`src/design/ascp_pkg.sv`:
```
package ascp_pkg;
  // Parameter numbers
  localparam logic [7:0] PN_BOOST_CURRENT    = 8'hC8;
  localparam logic [7:0] PN_FREEWHEEL_DELAY  = 8'hCC;
  localparam logic [7:0] PN_LOAD_MEASUREMENT = 8'hCE;
  localparam logic [7:0] PN_MOTION_ERR_FLAGS = 8'hCF;
  localparam logic [7:0] PN_DRIVER_ERR_FLAGS = 8'hD0;
  localparam logic [7:0] PN_ENCODER_COUNT    = 8'hD1;
  localparam logic [7:0] PN_ENCODER_DIVIDER  = 8'hD2;
  // Reset values
  localparam logic [7:0]  RST_BOOST_CURRENT   = 8'h00;
  localparam logic [15:0] RST_FREEWHEEL_DELAY = 16'h0000;
  localparam logic [31:0] RST_ENCODER_COUNT   = 32'h00000000;
  localparam logic [31:0] RST_ENCODER_DIVIDER = 32'h00000000;
  // Motion error field positions
  localparam int ERR_STALL_BIT     = 0;
  localparam int ERR_DEVIATION_BIT = 1;
  // Driver status field positions
  localparam int DRV_STALL_BIT     = 0;
  localparam int DRV_OTEMP_BIT     = 1;
  localparam int DRV_OTEMP_WARN    = 2;
  localparam int DRV_SHORT_A_BIT   = 3;
  localparam int DRV_SHORT_B_BIT   = 4;
  localparam int DRV_OPEN_A_BIT    = 5;
  localparam int DRV_OPEN_B_BIT    = 6;
  localparam int DRV_STANDSTILL    = 7;
  // Timing
  localparam int CLK_PERIOD_NS     = 50;
  localparam int MS_TIME_NS        = 1000000;
  localparam int MS_CYCLES         = MS_TIME_NS / CLK_PERIOD_NS;
  localparam int STILL_STEP_CYCLES = 1 << 20;
  localparam logic [15:0] STILL_MS_MAX = 16'hFFFF;
endpackage

```
`src/design/ascp_axis.sv`:
```
`timescale 1ns/1ps
module ascp_axis #(
  parameter int MS_DIV      = ascp_pkg::MS_CYCLES,
  parameter int STILL_STEPS = ascp_pkg::STILL_STEP_CYCLES
) (
  // Clock and reset
  input  wire logic        clock,
  input  wire logic        rst_b,
  // Parameter access
  input  wire logic [7:0]  param_num,
  input  wire logic        param_wr,
  input  wire logic        param_rd,
  input  wire logic [31:0] param_wdata,
  output logic      [31:0] param_rdata,
  output logic             param_ack,
  // Motion state
  input  wire logic [7:0]  run_current,
  input  wire logic        ramp_phase,
  input  wire logic        velocity_zero,
  input  wire logic        motion_cmd,
  input  wire logic        step_pulse,
  // Error sources
  input  wire logic        stall_event,
  input  wire logic        deviation_event,
  input  wire logic [9:0]  load_value,
  input  wire logic [6:0]  driver_status,
  // Encoder
  input  wire logic        enc_step,
  input  wire logic        enc_dir,
  // Motor drive
  output logic      [7:0]  motor_current,
  output logic             motor_power
);
  import ascp_pkg::*;

  localparam int SW = $clog2(STILL_STEPS + 1);
  localparam logic [SW-1:0] STILL_LIM = SW'(STILL_STEPS);

  logic [7:0]  boost_current;
  logic [15:0] freewheel_delay;
  logic [9:0]  load_measurement;
  logic [1:0]  motion_error_flags;
  logic [7:0]  driver_error_flags;
  logic [31:0] encoder_count;
  logic [31:0] encoder_divider;
  logic [15:0] still_ms;
  logic [SW-1:0] step_idle;
  logic        ms_tick;

  ascp_tick #(.DIV(MS_DIV)) u_ms (
    .clock (clock),
    .rst_b (rst_b),
    .tick  (ms_tick)
  );

  wire wr_boost = param_wr && (param_num == PN_BOOST_CURRENT);
  wire wr_free  = param_wr && (param_num == PN_FREEWHEEL_DELAY);
  wire wr_enc   = param_wr && (param_num == PN_ENCODER_COUNT);
  wire wr_div   = param_wr && (param_num == PN_ENCODER_DIVIDER);
  wire rd_err   = param_rd && (param_num == PN_MOTION_ERR_FLAGS);

  wire [7:0] next_motor_current =
    (ramp_phase && boost_current != 8'h00) ? boost_current : run_current;
  wire       cut_due = (freewheel_delay != 16'h0000) && velocity_zero
                       && (still_ms >= freewheel_delay);
  wire       next_motor_power = !cut_due;
  wire [1:0] err_set = {deviation_event, stall_event};
  wire [1:0] next_motion_error_flags =
    ((rd_err || motion_cmd) ? 2'h0 : motion_error_flags) | err_set;
  wire       standstill = (step_idle == STILL_LIM);
  // Bits 0..6 mirror the driver, bit 7 is the local standstill detector
  wire [7:0] next_driver_error_flags =
    {standstill, driver_status};
  wire [31:0] enc_delta = enc_dir ? 32'hFFFFFFFF : 32'h00000001;
  wire [31:0] next_encoder_count =
    wr_enc ? param_wdata : (enc_step ? encoder_count + enc_delta : encoder_count);

  logic [31:0] rd_mux;
  always_comb begin
    unique case (param_num)
      PN_BOOST_CURRENT:    rd_mux = {24'h000000, boost_current};
      PN_FREEWHEEL_DELAY:  rd_mux = {16'h0000, freewheel_delay};
      PN_LOAD_MEASUREMENT: rd_mux = {22'h0, load_measurement};
      PN_MOTION_ERR_FLAGS: rd_mux = {30'h0, motion_error_flags};
      PN_DRIVER_ERR_FLAGS: rd_mux = {24'h000000, driver_error_flags};
      PN_ENCODER_COUNT:    rd_mux = encoder_count;
      PN_ENCODER_DIVIDER:  rd_mux = encoder_divider;
      default:             rd_mux = 32'h00000000;
    endcase
  end

  always_ff @(posedge clock or negedge rst_b) begin
    if (!rst_b) begin
      boost_current   <= RST_BOOST_CURRENT;
      freewheel_delay <= RST_FREEWHEEL_DELAY;
      encoder_divider <= RST_ENCODER_DIVIDER;
      encoder_count   <= RST_ENCODER_COUNT;
    end else begin
      if (wr_boost) boost_current <= param_wdata[7:0];
      if (wr_free) freewheel_delay <= param_wdata[15:0];
      if (wr_div) encoder_divider <= param_wdata;
      encoder_count <= next_encoder_count;
    end
  end

  // Millisecond standstill count, restarted by any movement
  always_ff @(posedge clock or negedge rst_b) begin
    if (!rst_b) begin
      still_ms <= 16'h0000;
    end else if (!velocity_zero) begin
      still_ms <= 16'h0000;
    end else if (ms_tick && still_ms != STILL_MS_MAX) begin
      still_ms <= still_ms + 16'h0001;
    end
  end

  // Cycles since the last step pulse, saturating
  always_ff @(posedge clock or negedge rst_b) begin
    if (!rst_b) begin
      step_idle <= '0;
    end else if (step_pulse) begin
      step_idle <= '0;
    end else if (!standstill) begin
      step_idle <= step_idle + SW'(1);
    end
  end

  always_ff @(posedge clock or negedge rst_b) begin
    if (!rst_b) begin
      load_measurement   <= 10'h000;
      motion_error_flags <= 2'h0;
      driver_error_flags <= 8'h00;
      motor_current      <= 8'h00;
      motor_power        <= 1'b1;
      param_rdata        <= 32'h00000000;
      param_ack          <= 1'b0;
    end else begin
      load_measurement   <= load_value;
      motion_error_flags <= next_motion_error_flags;
      driver_error_flags <= next_driver_error_flags;
      motor_current      <= next_motor_current;
      motor_power        <= next_motor_power;
      param_ack          <= param_rd || param_wr;
      if (param_rd) param_rdata <= rd_mux;
    end
  end
endmodule

```
`src/design/ascp_tick.sv`:
```
`timescale 1ns/1ps
// One-cycle enable pulse every DIV clock cycles
module ascp_tick #(
  parameter int DIV = 20000
) (
  // Clock and reset
  input  wire logic clock,
  input  wire logic rst_b,
  // Enable out
  output logic      tick
);
  localparam int W = $clog2(DIV + 1);
  localparam logic [W-1:0] LAST = W'(DIV - 1);

  logic [W-1:0] cnt;
  wire          wrap = (cnt == LAST);

  always_ff @(posedge clock or negedge rst_b) begin
    if (!rst_b) begin
      cnt  <= '0;
      tick <= 1'b0;
    end else begin
      cnt  <= wrap ? '0 : cnt + W'(1);
      tick <= wrap;
    end
  end
endmodule

```
`config.mk`:
```
export PLATFORM = sky130hd
export DESIGN_NAME = ascp_axis
export DESIGN_NICKNAME = d
export VERILOG_FILES = /design/src/design/ascp_pkg.sv /design/src/design/ascp_axis.sv /design/src/design/ascp_tick.sv
export SDC_FILE = /design/constraint.sdc
export NUM_CORES = 1
export LEC_CHECK = 0
export ABC_CLOCK_PERIOD_IN_PS = 2600
export BUFFER_PORTS_ARGS = -buffer_cell sky130_fd_sc_hd__buf_4
export CAP_MARGIN = 25
export CORE_MARGIN = 1.5
export CORE_UTILIZATION = 43
export CTS_BUF_LIST = sky130_fd_sc_hd__clkbuf_4 sky130_fd_sc_hd__clkbuf_8
export DETAILED_ROUTE_END_ITERATION = 16
export PLACE_DENSITY = 0.66
export SLEW_MARGIN = 20
export SYNTH_ARGS = -nofsm -noshare
export SYNTH_HDL_FRONTEND = slang
export SYNTH_SLANG_ARGS = --single-unit
```
`constraint.sdc`:
```
create_clock -name clock -period 2.6 [get_ports clock]
set_input_delay 0.26 -clock clock [delete_from_list [all_inputs] [get_ports clock]]
set_output_delay 0.26 -clock clock [all_outputs]
set_load 0.01 [all_outputs]
```
Word-level counts from Yosys, hierarchy flattened
Cells that the tools add are included.
{ "word_totals": {"in_bits": 77, "ff_bits": 203} }
{ "classes": {"add_sub_neg": 4, "magnitude_cmp": 1, "bitwise": 1, "n_reduce_logical": 15, "eq_ne": 12, "n_mux": 11} }
{ "ops": {"columns": ["operator", "count"], "rows": [
  ["$pmux W32 S7", 1],
  ["$mux W32", 3],
  ["$eq A8 B8 Y1 const B", 7],
  ["$mux W21", 2],
  ["$add A32 B32 Y32", 1],
  ["$mux W16", 2],
  ["$add A21 B1 Y21 const B", 1],
  ["$eq A21 B21 Y1 const B", 1],
  ["$add A16 B1 Y16 const B", 1],
  ["$ge A16 B16 Y1", 1],
  ["$ne A16 B16 Y1 const B", 1],
  ["$reduce_bool A16 Y1", 1],
  ["$add A15 B1 Y15 const B", 1],
  ["$eq A15 B15 Y1 const B", 1],
  ["$mux W15", 1],
  ["$logic_and A1 B1 Y1", 9],
  ["$mux W8", 1],
  ["$reduce_bool A8 Y1", 1],
  ["$logic_or A1 B1 Y1", 2],
  ["$mux W2", 1],
  ["$ne A2 B1 Y1 const B", 1],
  ["$ne A2 B2 Y1 const B", 1],
  ["$or A2 B2 Y2", 1],
  ["$reduce_bool A2 Y1", 1],
  ["$logic_not A1 Y1", 1]
]} }

Logic depth before layout (Yosys ltp)
Gate-level depths: netlist (run 1).
{ "depth": {"ltp_word": 5, "mapped_depth": 11} }

Modules after synthesis
From an unflattened synthesis (run 1), not the netlist that was laid out.
{ "unflattened": {"cells_unflattened": 1083, "hier_area_um2": 10950.5} }
{ "modules_own_cells": {"columns": ["mod", "cells_per_inst", "instances", "area_per_inst_um2"], "rows": [
  ["ascp_axis", 1019, 1, 10229.8],
  ["ascp_tick", 64, 1, 720.7]
]} }

Least setup slack after synthesis (run 1)
No wires, ideal clock.
{ "synth_path": {"path_kind": "flip-flop to flip-flop", "from": "register encoder_count[0]", "to": "register encoder_count[20]", "t_required_ns": 2.516, "arrival_time_ns": 2.525, "synth_period_minus_slack_ns": 2.609, "stages_incl_launch_ff": 11, "path_slack_ns": -0.009, "setup_time_ns": 0.084, "n_path_buf": 0, "cell_sequence": "dfrtp_1 fa_1 a21o_1 a21o_1 a2111oi_4 o21ai_1 or3_4 a21boi_2 o21ai_1 xnor2_1 o21ai_0"} }
{ "synth_between": {"elab_chain_cells": 3} }
{ "synth_lines": {"columns": ["element", "line_no", "text"], "rows": [
  ["start: declaration", "ascp_axis.sv:44", "logic [31:0] encoder_count;"],
  ["start signal: assignment", "ascp_axis.sv:102", "encoder_count <= next_encoder_count;"],
  ["$add A32 B32 Y32", "ascp_axis.sv:76", "wr_enc ? param_wdata : (enc_step ? encoder_count + enc_delta : encoder_count);"],
  ["$mux W32 (2 in series)", "ascp_axis.sv:76", null]
]} }
No other way between the ends. The select of a mux whose other input is x is not followed.
A chain may end at the register's enable or synchronous reset.

Worst setup path in the final report (run 1)
Same ends and word-level chain as after synthesis.

==> summary.md, run 1 <==
| Metric | Value |
|---|---|
| Later-pin clock latency in the skew report | `0.52 ns` |
| Post-synth ARST share | `100.0%` |
| Antenna violations before repair | `0` |
| Post-route cell area | `0.01391 mm²` |
| Final Skew | `0.02190 ns` |
| Syn Inst Count | `1049` |
| Layout area overhead | `30.24%` |
| WHS | `0.02898 ns` |
| Worst EP required | `2.98 ns` |
| Vias | `8756` |
| Fmax | `381.4 MHz` |
| Syn Nets | `1177` |
| I/O Buffers | `118` |
| Final setup viols | `2` |
| Chip height | `160.6 µm` |
| Die footprint | `0.02580 mm²` |
| Clock Tree Buf Depth | `3` |
| Residual DRC | `0` |
| # nets final | `1426` |
| Mapped Avg Cell Area | `10.18 µm²` |
| Worst Max-Slew Pin Slew | `1.029 ns` |
| Top cells by area, synth | `dfrtp_1, mux2_2, ha_1` |
| Post-route ant nets | `0` |
| CTS tree | `done` |
| Clock Sinks | `203` |
| Static Leak | `6.479 nW` |
| Hold Path Class | `in -> reg` |
| RSZ-0062 raised after global routing | `true` |
| Status | `finished, violations left` |
| Hpwl dp | `18750 µm` |
| Top FF cell, synth | `dfrtp_1` |
| Layout Utilization | `57.21%` |
| Yosys cell types | `66` |
| Multi-input logic area | `0.005328 mm²` |
| Final wirelength | `26740 µm` |
| Post-synth top area share | `47.32%` |
| Min Clock Period, post-route | `2.622 ns` |
| Io pins | `119` |
| Htree depth | `2` |
| Critical Path AT | `3.00 ns` |
| Rows | `57` |
| Clock slew at reported path FFs | `0.06 ns` |
| Pwr/cell area | `792.9 mW/mm²` |
| Total gr overflow | `0` |
| Crit. End Element | `flop` |
| Slew HR | `30.84%` |
| First-pass GRT wire length | `44730 µm` |
| Effective utilization at floorplan | `43.92%` |
| N_diodes | `0` |
| Worst setup margin | `-0.02166 ns` |
| CTS root buf | `clkbuf_8` |
| DR iter-0 viols | `527` |
| Vias in the first global route | `8948` |
| Area leader, netlist | `dfrtp_1` |
| Per-cell routed wire length | `16.26 µm` |
| Worst vdd ir | `0.3521 mV` |
| Largest net degree at the start of global routing | `62` |
| # fillers | `2116` |
| Type of origin of the critical path | `flop` |
| Failing checks | `negative setup slack` |
| Fraction of layout cells with a size suffix above 1 | `25.91%` |
| CTS Buf Count | `36` |
| WS Path Type | `reg -> reg` |
| Max-slew violations | `0` |
| Syn. warnings | `0` |
| Sequential-to-total area share from yosys stat | `47.57%` |
| Tcrit/Tclk final | `100.8%` |
| Vias per std cell | `5.326` |
| Core area | `0.02432 mm²` |
| MaxCap Viol Count | `0` |
| Placed cell area | `0.01239 mm²` |
| Reg area | `0.005081 mm²` |
| Netlist Area Pre-Place | `0.01068 mm²` |
| Die span in x | `160.6 µm` |
| 1st-pass router iterations | `6` |
| Number of synthesized flops with an enable pin | `0` |
| Crit-path max FO | `3` |
| GPL Wtd Cong | `0.8561` |
| Synthesized flop and latch total | `203` |
| GRT Total Usage | `21.21%` |
| Final hold vios | `0` |
-- timing repair --
| item | in CTS | in global routing |
|---|---|---|
| buffers inserted | 1 | 2 |
| pin swaps | 10 | 15 |
| hold endpoints to repair | 156 | 0 |
| endpoints found under the setup margin | 11 | 20 |
| gates resized for setup | 7 | 27 |
| hold buffers | 63 | 0 |
-- worst paths after layout --
path	start	cells after the start	to	slack [ns]
max in group asynchronous	rst_b	3	still_ms[13]	1.53
min in group asynchronous	rst_b	2	param_rdata[23]	0.32
setup reg to reg	encoder_count[0]	10	encoder_count[20]	-0.02
setup / recovery	encoder_count[0]	10	encoder_count[20]	-0.02
hold reg to reg	motion_error_flags[1]	1	motion_error_flags[1]	0.48
hold / removal	param_wdata[6]	3	encoder_count[6]	0.03
-- cells in the final DEF (no fill, tap or decap), types with 19 or more instances in the layout --
cell type | Yosys | layout
xnor2_1 | 44 | 42
a21o_1 | 26 | 26
dlygate4sd3_1 | 0 | 63
buf_4 | 1 | 186
ha_1 | 50 | 49
nor2_1 | 64 | 63
xor2_1 | 27 | 27
mux2_2 | 56 | 56
o21ai_0 | 46 | 31
o22ai_1 | 34 | 34
nand2_1 | 102 | 102
dfrtp_1 | 202 | 202
nand3_1 | 25 | 25
o21ai_1 | 7 | 19
a21oi_1 | 62 | 54
clkbuf_8 | 0 | 48
a22oi_1 | 22 | 22
mux2i_1 | 19 | 19
inv_1 | 63 | 63
-- per-layer routing --
metal | GRT usage, % | vias up | wire (µm)
li1 | - | 4260 | -
met1 | 28.63 | 4247 | 12470
met2 | 35.36 | 210 | 12470
met3 | 3.254 | 39 | 1306
met4 | 6.160 | 0 | 495
met5 | 0 | - | 0
-- synth_stat cells, drive strengths merged (5+ instances only) --
cell type,n
dfrtp,202
nand2,102
nor2,64
a21oi,63
inv,63
mux2,56
o21ai,53
ha,50
xnor2,44
o22ai,34
clkbuf,32
xor2,27
a21o,26
nand3,25
a22oi,22
mux2i,19
and2,15
nand4,15
a222oi,14
buf,10
nor3,10
and3,9
nor3b,9
or3,9
nor4,8
a21boi,6
a31oi,5
nand2b,5
-- report_power, final --
group / switching (W) / total [W] / internal, W
Clock: 0.00130 / 0.00312 / 0.00183
Sequential: 0.000304 / 0.00382 / 0.00351
Combinational: 0.00199 / 0.00409 / 0.00210
-- worst max-delay path, stage by stage, from the launching register on --
cell and delay [ns]:
dfrtp_1 0.40, fa_2 0.38, a21o_1 0.17, a21o_1 0.20
a2111oi_4 0.39, o21ai_2 0.12, or3_4 0.36, a21boi_4 0.18
o21ai_2 0.07, xnor2_1 0.13, o21ai_1 0.08
-- through the flow --
step | cells | TNS (ns) | total power (W) | worst slack, ns
2_1_floorplan | 1049 | 0 | 0.006263 | 0.04579
3_3_place_gp | 1518 | -1.357 | 0.007524 | -0.1732
3_5_place_dp | 1518 | -2.330 | 0.007592 | -0.2310
4_1_cts | 1642 | -0.02359 | 0.01090 | -0.01745
5_1_grt | 1644 | -1.028 | 0.01174 | -0.1624
6_report | 1644 | -0.03880 | 0.01103 | -0.02166
-- final cells by class --
| type | instances | share of cell area [%] |
|---|---|---|
| clock buffers | 55 | 5.081 |
| clock inverters | 5 | 0.3867 |
| inverters | 63 | 1.700 |
| multi-input cells | 741 | 38.29 |
| flip-flops and latches | 203 | 36.52 |
| well taps | 324 | 2.914 |
| repair buffers | 253 | 15.10 |
-- cells by family after synthesis --
kind of cell	Yosys count	share of synthesized area [%]
simple gates	288	13.10
flops	203	47.57
mux	75	7.684
compound gates	256	16.00
xor+xnor	71	5.822
buf+inv	105	3.784
fa+ha+maj	51	6.044
-- flip-flops by register name, indices dropped and copies added (netlist names), 2 cells and up --
| register | flops |
|---|---|
| encoder_count | 32 |
| encoder_divider | 32 |
| param_rdata | 32 |
| step_idle | 21 |
| freewheel_delay | 16 |
| still_ms | 16 |
| u_ms.cnt | 15 |
| load_measurement | 10 |
| boost_current | 8 |
| driver_error_flags | 8 |
| motor_current | 8 |
| motion_error_flags | 2 |
(Power assumes the default switching activity.)
==> run 2, diff against run 1 <==
ABC_CLOCK_PERIOD_IN_PS = 2700   (was 2600)
GPL_ROUTABILITY_DRIVEN = 0   (was not set)
PLACE_DENSITY = not set   (was 0.66)
PLACE_DENSITY_LB_ADDON = 0.1   (was not set)
clock period = 2.7 ns   (was 2.6 ns; I/O delays follow)
==> run 2 against run 1 <==
Against the previous run:
- the flow now finishes without violations
- largest cell class unchanged
- highest routed layer unchanged
- clock-buffer cell count grew 3
- non-clock buffer count shrank 11
- sequential power shrank 4%
- combinational power shrank 11%
- wire length grew 3.4%
- cell area shrank 0.45%
- maximum frequency grew 0.46%
- first-iteration DRC count shrank 21%
==> summary.md, run 2 (synthesis results as in run 1) <==
| Metric | Value |
|---|---|
| Die span in x | `160.6 µm (unchanged)` |
| Final Skew | `0.03874 ns (was 0.02190 ns)` |
| Hpwl dp | `19700 µm (was 18750 µm)` |
| Core area | `0.02432 mm² (unchanged)` |
| Slew HR | `36.56% (was 30.84%)` |
| # fillers | `2201 (was 2116)` |
| Layout area overhead | `29.66% (was 30.24%)` |
| Htree depth | `2 (unchanged)` |
| Residual DRC | `0 (unchanged)` |
| N_diodes | `0 (unchanged)` |
| Worst r2r src | `encoder_count[1] (was encoder_count[0])` |
| Vias | `8745 (was 8756)` |
| 1st-pass router iterations | `6 (unchanged)` |
| GRT Total Usage | `22.13% (was 21.21%)` |
| Pwr/cell area | `767.3 mW/mm² (was 792.9 mW/mm²)` |
| Post-route ant nets | `0 (unchanged)` |
| Final setup viols | `0 (was 2)` |
| # nets final | `1416 (was 1426)` |
| Worst EP required | `3.08 ns (was 2.98 ns)` |
| First-pass GRT wire length | `45730 µm (was 44730 µm)` |
| Die footprint | `0.02580 mm² (unchanged)` |
| Worst reg2reg path depth | `10 (unchanged)` |
| Multi-input logic area | `0.005253 mm² (was 0.005328 mm²)` |
| Worst vdd ir | `0.3881 mV (was 0.3521 mV)` |
| Static Leak | `6.448 nW (was 6.479 nW)` |
| Status | `finished clean (was finished, violations left)` |
| Per-cell routed wire length | `16.87 µm (was 16.26 µm)` |
| Total gr overflow | `0 (unchanged)` |
| Hold Path Class | `in -> reg (unchanged)` |
| Crit-path max FO | `5 (was 3)` |
| Io pins | `119 (unchanged)` |
| I/O Buffers | `118 (unchanged)` |
| Final hold vios | `0 (unchanged)` |
| WS Path Type | `reg -> reg (unchanged)` |
| CP Launch Point | `encoder_count[1] (was encoder_count[0])` |
| Worst Min Path Start | `param_wdata[7] (was param_wdata[6])` |
| Cell Count, Final, Fillers Out | `1638 (was 1644)` |
| CTS tree | `done (unchanged)` |
| Critical Path AT | `2.99 ns (was 3.00 ns)` |
| Biggest registers after layout | `encoder_count x32, encoder_divider x32, param_rdata x32 (unchanged)` |
| DR iter-0 viols | `418 (was 527)` |
| Pre-CTS setup slack | `-0.09163 ns (was -0.2310 ns)` |
| Antenna violations before repair | `0 (unchanged)` |
| Crit. End Element | `flop (unchanged)` |
| Vias per std cell | `5.339 (was 5.326)` |
| Clock slew at reported path FFs | `0.06 ns (about the same)` |
| CTS Buf Count | `37 (was 36)` |
| Largest net degree at the start of global routing | `56 (was 62)` |
| Fmax | `383.2 MHz (was 381.4 MHz)` |
| Later-pin clock latency in the skew report | `0.54 ns (was 0.52 ns)` |
| Placed cell area | `0.01235 mm² (was 0.01239 mm²)` |
| Worst setup margin | `0.09029 ns (was -0.02166 ns)` |
| Commonest cells after routing, fill and taps aside | `dfrtp_1, buf_4, nand2_1 (unchanged)` |
| Most common cell after layout, fill and taps aside | `dfrtp_1 (unchanged)` |
| Type of origin of the critical path | `flop (unchanged)` |
| Max-slew violations | `0 (unchanged)` |
| Tcrit/Tclk final | `96.66% (was 100.8%)` |
| Fraction of layout cells with a size suffix above 1 | `24.89% (was 25.91%)` |
| MaxCap Viol Count | `0 (unchanged)` |
| Effective utilization at floorplan | `43.92% (unchanged)` |
| Post-route cell area | `0.01385 mm² (was 0.01391 mm²)` |
| Clock Sinks | `203 (unchanged)` |
| Worst Max-Slew Pin Slew | `0.9444 ns (was 1.029 ns)` |
| Reg area | `0.005081 mm² (unchanged)` |
| WHS Path Cells | `3 (unchanged)` |
| Chip height | `160.6 µm (unchanged)` |
| Placed cell count | `1510 (was 1518)` |
| RSZ-0062 raised after global routing | `true (unchanged)` |
| Min Clock Period, post-route | `2.610 ns (was 2.622 ns)` |
| Final wirelength | `27630 µm (was 26740 µm)` |
| Clock Tree Buf Depth | `3 (unchanged)` |
| CTS root buf | `clkbuf_8 (unchanged)` |
| Rows | `57 (unchanged)` |
| Vias in the first global route | `8958 (was 8948)` |
[run 2: cell count changes in the layout (fill, tap and decap cells not counted), moves of 2 or more]
cell	delta
o21ai_1	-11
xnor2_1	+2
a21oi_1	+6
dlygate4sd3_1	-2
a21oi_2	-6
buf_4	-10
xnor2_2	-2
clkinvlp_4	+2
clkbuf_8	+4
o21ai_0	+12
[run 2: final timing paths]
check                                        end  slack (ns)
min in group asynchronous        param_rdata[23]        0.29
max in group asynchronous            motor_power        1.70
max                            encoder_count[15]        0.09
min reg2reg                motion_error_flags[1]        0.49
max reg2reg                    encoder_count[15]        0.09
min                             encoder_count[7]        0.02
[run 2: report_power, final]
group / switching [W] / internal [W]
Clock: 0.00132 / 0.00197
Sequential: 0.000301 / 0.00338
Combinational: 0.00181 / 0.00185
[run 2: repair_timing]
item / in CTS / in global routing
setup buffers: 0 / 2
hold buffers: 60 / 1
hold endpoints to repair: 133 / 1
setup endpoints to repair: 5 / 14
pin swaps: 2 / 11
gates resized for setup: 1 / 9
[run 2: critical path, stage by stage, from the launching register on]
cell and delay (ns):
dfrtp_1 0.41, ha_1 0.30, a211o_1 0.29, o211ai_1 0.16, a31oi_4 0.18, a21o_1 0.21
a21o_1 0.20, a221o_1 0.33, a21oi_2 0.16, xor2_1 0.15, o21ai_1 0.07
[run 2: layout make-up]
type	count	share of cell area [%]
tap	324	2.927
clock inverter	7	0.6776
clock buffer	58	5.448
sequential	203	36.69
timing repair buffer	242	14.63
multi-input combinational	741	37.93
inverter	63	1.707
[run 2: metal layers]
| layer | share of wire [%] | global-route usage (%) |
|---|---|---|
| met1 | 47 | 29.43 |
| met2 | 46 | 36.99 |
| met3 | 4.2 | 3.796 |
| met4 | 2.3 | 6.712 |
| met5 | 0 | 0 |
[run 2: stage by stage]
step / power (W) / hold slack (ns) / setup TNS, ns / utilization, %
6_report: 0.01063 / 0.02323 / 0 / 56.95
5_1_grt: 0.01132 / 0.01415 / -0.1679 / 56.95
4_1_cts: 0.01066 / 0.0003693 / 0 / 56.74
3_5_place_dp: 0.007229 / 0.2665 / -0.5638 / 50.76
3_3_place_gp: 0.007198 / 0.2705 / -0.1901 / 50.76
2_1_floorplan: 0.006029 / -0.02559 / 0 / -
==> run 3, diff against run 2 <==
ABC_CLOCK_PERIOD_IN_PS = 2100   (was 2700)
clock period = 2.1 ns   (was 2.7 ns; I/O delays follow)
==> run 3 against run 2 <==
Against the previous run:
- the run now ends with negative setup slack left
- global-route usage rose by 0.77 points
- register-to-register slack got worse by 0.64 ns
- cell area grew 9.4%
- largest power group is now combinational cells
- worst setup slack worse by 0.64 ns
- wire length increased by 5.3%
- clock skew down 0.016 ns
- non-clock buffer count increased by 120
- largest cell class unchanged
==> summary.md, run 3 (synthesis results as in run 1) <==
| Metric | Value |
|---|---|
| Final setup viols | `26 (was 0)` |
| Residual DRC | `0 (unchanged)` |
| Crit. End Element | `flop (unchanged)` |
| Chip height | `160.6 µm (unchanged)` |
| Critical path, cell by cell | `fa_2 -> a21o_1 -> a21o_1 -> a2111oi_4 -> buf_4 -> o21ai_4 -> a21oi_2 -> o31a_1 -> and2b_1 -> xor2_1 -> o21ai_0 (was ha_1 -> a211o_1 -> o211ai_1 -> a31oi_4 -> a21o_1 -> a21o_1 -> a221o_1 -> a21oi_2 -> xor2_1 -> o21ai_1)` |
| Worst Min Path Start | `velocity_zero (was param_wdata[7])` |
| CTS tree | `done (unchanged)` |
| Min Clock Period, post-route | `2.652 ns (was 2.610 ns)` |
| R2R setup slack | `-0.55 ns (was 0.09 ns)` |
| Vias | `9100 (was 8745)` |
| Clock slew at reported path FFs | `0.06 ns (about the same)` |
| Type of origin of the critical path | `flop (unchanged)` |
| Final Skew | `0.02281 ns (was 0.03874 ns)` |
| Per-cell routed wire length | `16.56 µm (was 16.87 µm)` |
| Vias in the first global route | `9226 (was 8958)` |
| GRT Total Usage | `22.90% (was 22.13%)` |
| Status | `finished, violations left (was finished clean)` |
| Total power | `0.01529 W (was 0.01063 W)` |
| Reg area | `0.005081 mm² (unchanged)` |
| Antenna violations before repair | `0 (unchanged)` |
| Pwr/cell area | `1009 mW/mm² (was 767.3 mW/mm²)` |
| Post-route cell area | `0.01515 mm² (was 0.01385 mm²)` |
| Vias per std cell | `5.179 (was 5.339)` |
| Effective utilization at floorplan | `43.92% (unchanged)` |
| Total gr overflow | `0 (unchanged)` |
| Clock Tree Buf Depth | `3 (unchanged)` |
| WS Path Type | `reg -> reg (unchanged)` |
| Hpwl dp | `20070 µm (was 19700 µm)` |
| CP Capture Point | `encoder_count[26] (was encoder_count[15])` |
| CTS root buf | `clkbuf_8 (unchanged)` |
| Crit path buf inv count | `1 (was 0)` |
| Cell mode on critical path | `a21o_1 (unchanged)` |
| # nets final | `1535 (was 1416)` |
| Layout area overhead | `41.86% (was 29.66%)` |
| MaxCap Viol Count | `0 (unchanged)` |
| Worst Max-Slew Pin Slew | `0.8539 ns (was 0.9444 ns)` |
| Htree depth | `2 (unchanged)` |
| Commonest cells after routing, fill and taps aside | `buf_4, dfrtp_1, nand2_1 (was dfrtp_1, buf_4, nand2_1)` |
| Final hold vios | `0 (unchanged)` |
| Final wirelength | `29100 µm (was 27630 µm)` |
| Critical Path AT | `3.03 ns (was 2.99 ns)` |
| CTS Buf Count | `36 (was 37)` |
| Crit. path cell count | `11 (was 10)` |
| Post-route ant nets | `0 (unchanged)` |
| Pre-CTS setup slack | `-0.5603 ns (was -0.09163 ns)` |
| WHS | `0.03316 ns (was 0.02323 ns)` |
| Core area | `0.02432 mm² (unchanged)` |
| I/O Buffers | `118 (unchanged)` |
| CP max stage delay | `0.40 ns (was 0.41 ns)` |
| Worst EP required | `2.48 ns (was 3.08 ns)` |
| # fillers | `2055 (was 2201)` |
| Cell Count, Final, Fillers Out | `1757 (was 1638)` |
| Static Leak | `7.084 nW (was 6.448 nW)` |
| Die span in x | `160.6 µm (unchanged)` |
| Largest net degree at the start of global routing | `68 (was 56)` |
| Biggest registers after layout | `encoder_count x32, encoder_divider x32, param_rdata x32 (unchanged)` |
| N_diodes | `0 (unchanged)` |
| Slowest stage cell, crit path | `dfrtp_1 (unchanged)` |
| Clock Sinks | `203 (unchanged)` |
| Failing checks | `negative setup slack` |
| Crit-path max FO | `3 (was 5)` |
| Rows | `57 (unchanged)` |
| RSZ-0062 raised after global routing | `true (unchanged)` |
| Crit path max-delay family | `compound AO/OA/AOI/OAI gates (unchanged)` |
| Fmax | `377.1 MHz (was 383.2 MHz)` |
| DR iter-0 viols | `524 (was 418)` |
| Placed cell area | `0.01310 mm² (was 0.01235 mm²)` |
| Io pins | `119 (unchanged)` |
| Tcrit/Tclk final | `126.3% (was 96.66%)` |
| Slew HR | `42.64% (was 36.56%)` |
| Fraction of layout cells with a size suffix above 1 | `33.91% (was 24.89%)` |
| Reg2reg end | `encoder_count[26] (was encoder_count[15])` |
| Later-pin clock latency in the skew report | `0.53 ns (was 0.54 ns)` |
| Worst setup margin | `-0.5517 ns (was 0.09029 ns)` |
| Multi-input logic area | `0.005638 mm² (was 0.005253 mm²)` |
| Placed cell count | `1603 (was 1510)` |
| Worst reg2reg path depth | `11 (was 10)` |
| Worst r2r src | `encoder_count[0] (was encoder_count[1])` |
| Max-slew violations | `0 (unchanged)` |
| CP Launch Point | `encoder_count[0] (was encoder_count[1])` |
| First-pass GRT wire length | `47730 µm (was 45730 µm)` |
| Hold Path Class | `in -> reg (unchanged)` |
| 1st-pass router iterations | `6 (unchanged)` |
| Die footprint | `0.02580 mm² (unchanged)` |
| Most common cell after layout, fill and taps aside | `buf_4 (was dfrtp_1)` |
| Worst vdd ir | `0.5357 mV (was 0.3881 mV)` |
==> run 3: changes by cell type in the layout (fill, tap and decap cells not counted), moves of 4 or more <==
cell | previous run | this run
o21ai_0 | 43 | 25
ha_4 | 0 | 13
o21ai_2 | 2 | 9
nor2_1 | 64 | 60
a21oi_2 | 3 | 13
o21ai_1 | 8 | 18
xnor2_1 | 44 | 40
a21oi_1 | 60 | 48
xnor2_2 | 0 | 4
buf_4 | 176 | 275
ha_1 | 50 | 36
dlygate4sd3_1 | 61 | 72
buf_6 | 0 | 8
clkbuf_4 | 7 | 12
==> run 3: cell type report <==
cell class / count / area share [%]
Clock inverter: 3 / 0.1239
Tap cell: 324 / 2.675
Inverter: 63 / 1.561
Multi-Input combinational cell: 741 / 37.21
Timing Repair Buffer: 362 / 19.86
Sequential cell: 203 / 33.53
Clock buffer: 61 / 5.045
==> run 3: through the flow <==
stage               util (%)  setup TNS (ns)
floorplan                  -          -4.351
global placement       53.88          -9.565
detailed placement     53.88          -10.05
finish                 62.31          -7.971
CTS                    61.35          -6.813
global route           62.31          -11.58
==> run 3: report_power, final <==
part           internal [W]  switching (W)
combinational       0.00375        0.00291
sequential          0.00435       0.000354
clock               0.00229        0.00164
==> run 3: metal layers <==
metal  GRT usage [%]  part of all wire, %
met1           31.90                   48
met4           6.032                  1.7
met2           37.19                   46
met3           3.642                  4.3
met5               0                    0
==> run 3: worst min-delay path by stage <==
stage	end	slack (ns)	cells after the start
floorplan	boost_current[0]	-0.09	0
global placement	param_rdata[23]	0.12	1
detailed placement	param_rdata[23]	0.11	1
CTS	still_ms[3]	0.01	2
global route	still_ms[15]	0.03	2
finish	still_ms[9]	0.03	2
==> run 3: worst register-to-register path, cell delays in order (launching register included) <==
cell	delay, ns
dfrtp_1	0.40
fa_2	0.40
a21o_1	0.17
a21o_1	0.20
a2111oi_4	0.32
buf_4	0.18
o21ai_4	0.05
a21oi_2	0.21
o31a_1	0.22
and2b_1	0.15
xor2_1	0.14
o21ai_0	0.08
==> run 3: repair_timing <==
item                                    in CTS  in global routing
pin swaps                                   31                 37
gates resized for setup                     46                 35
hold buffers                                72                  0
hold endpoints to repair                   327                  0
gates cloned                                 0                  0
setup buffers                                7                 13
endpoints found under the setup margin      26                 54
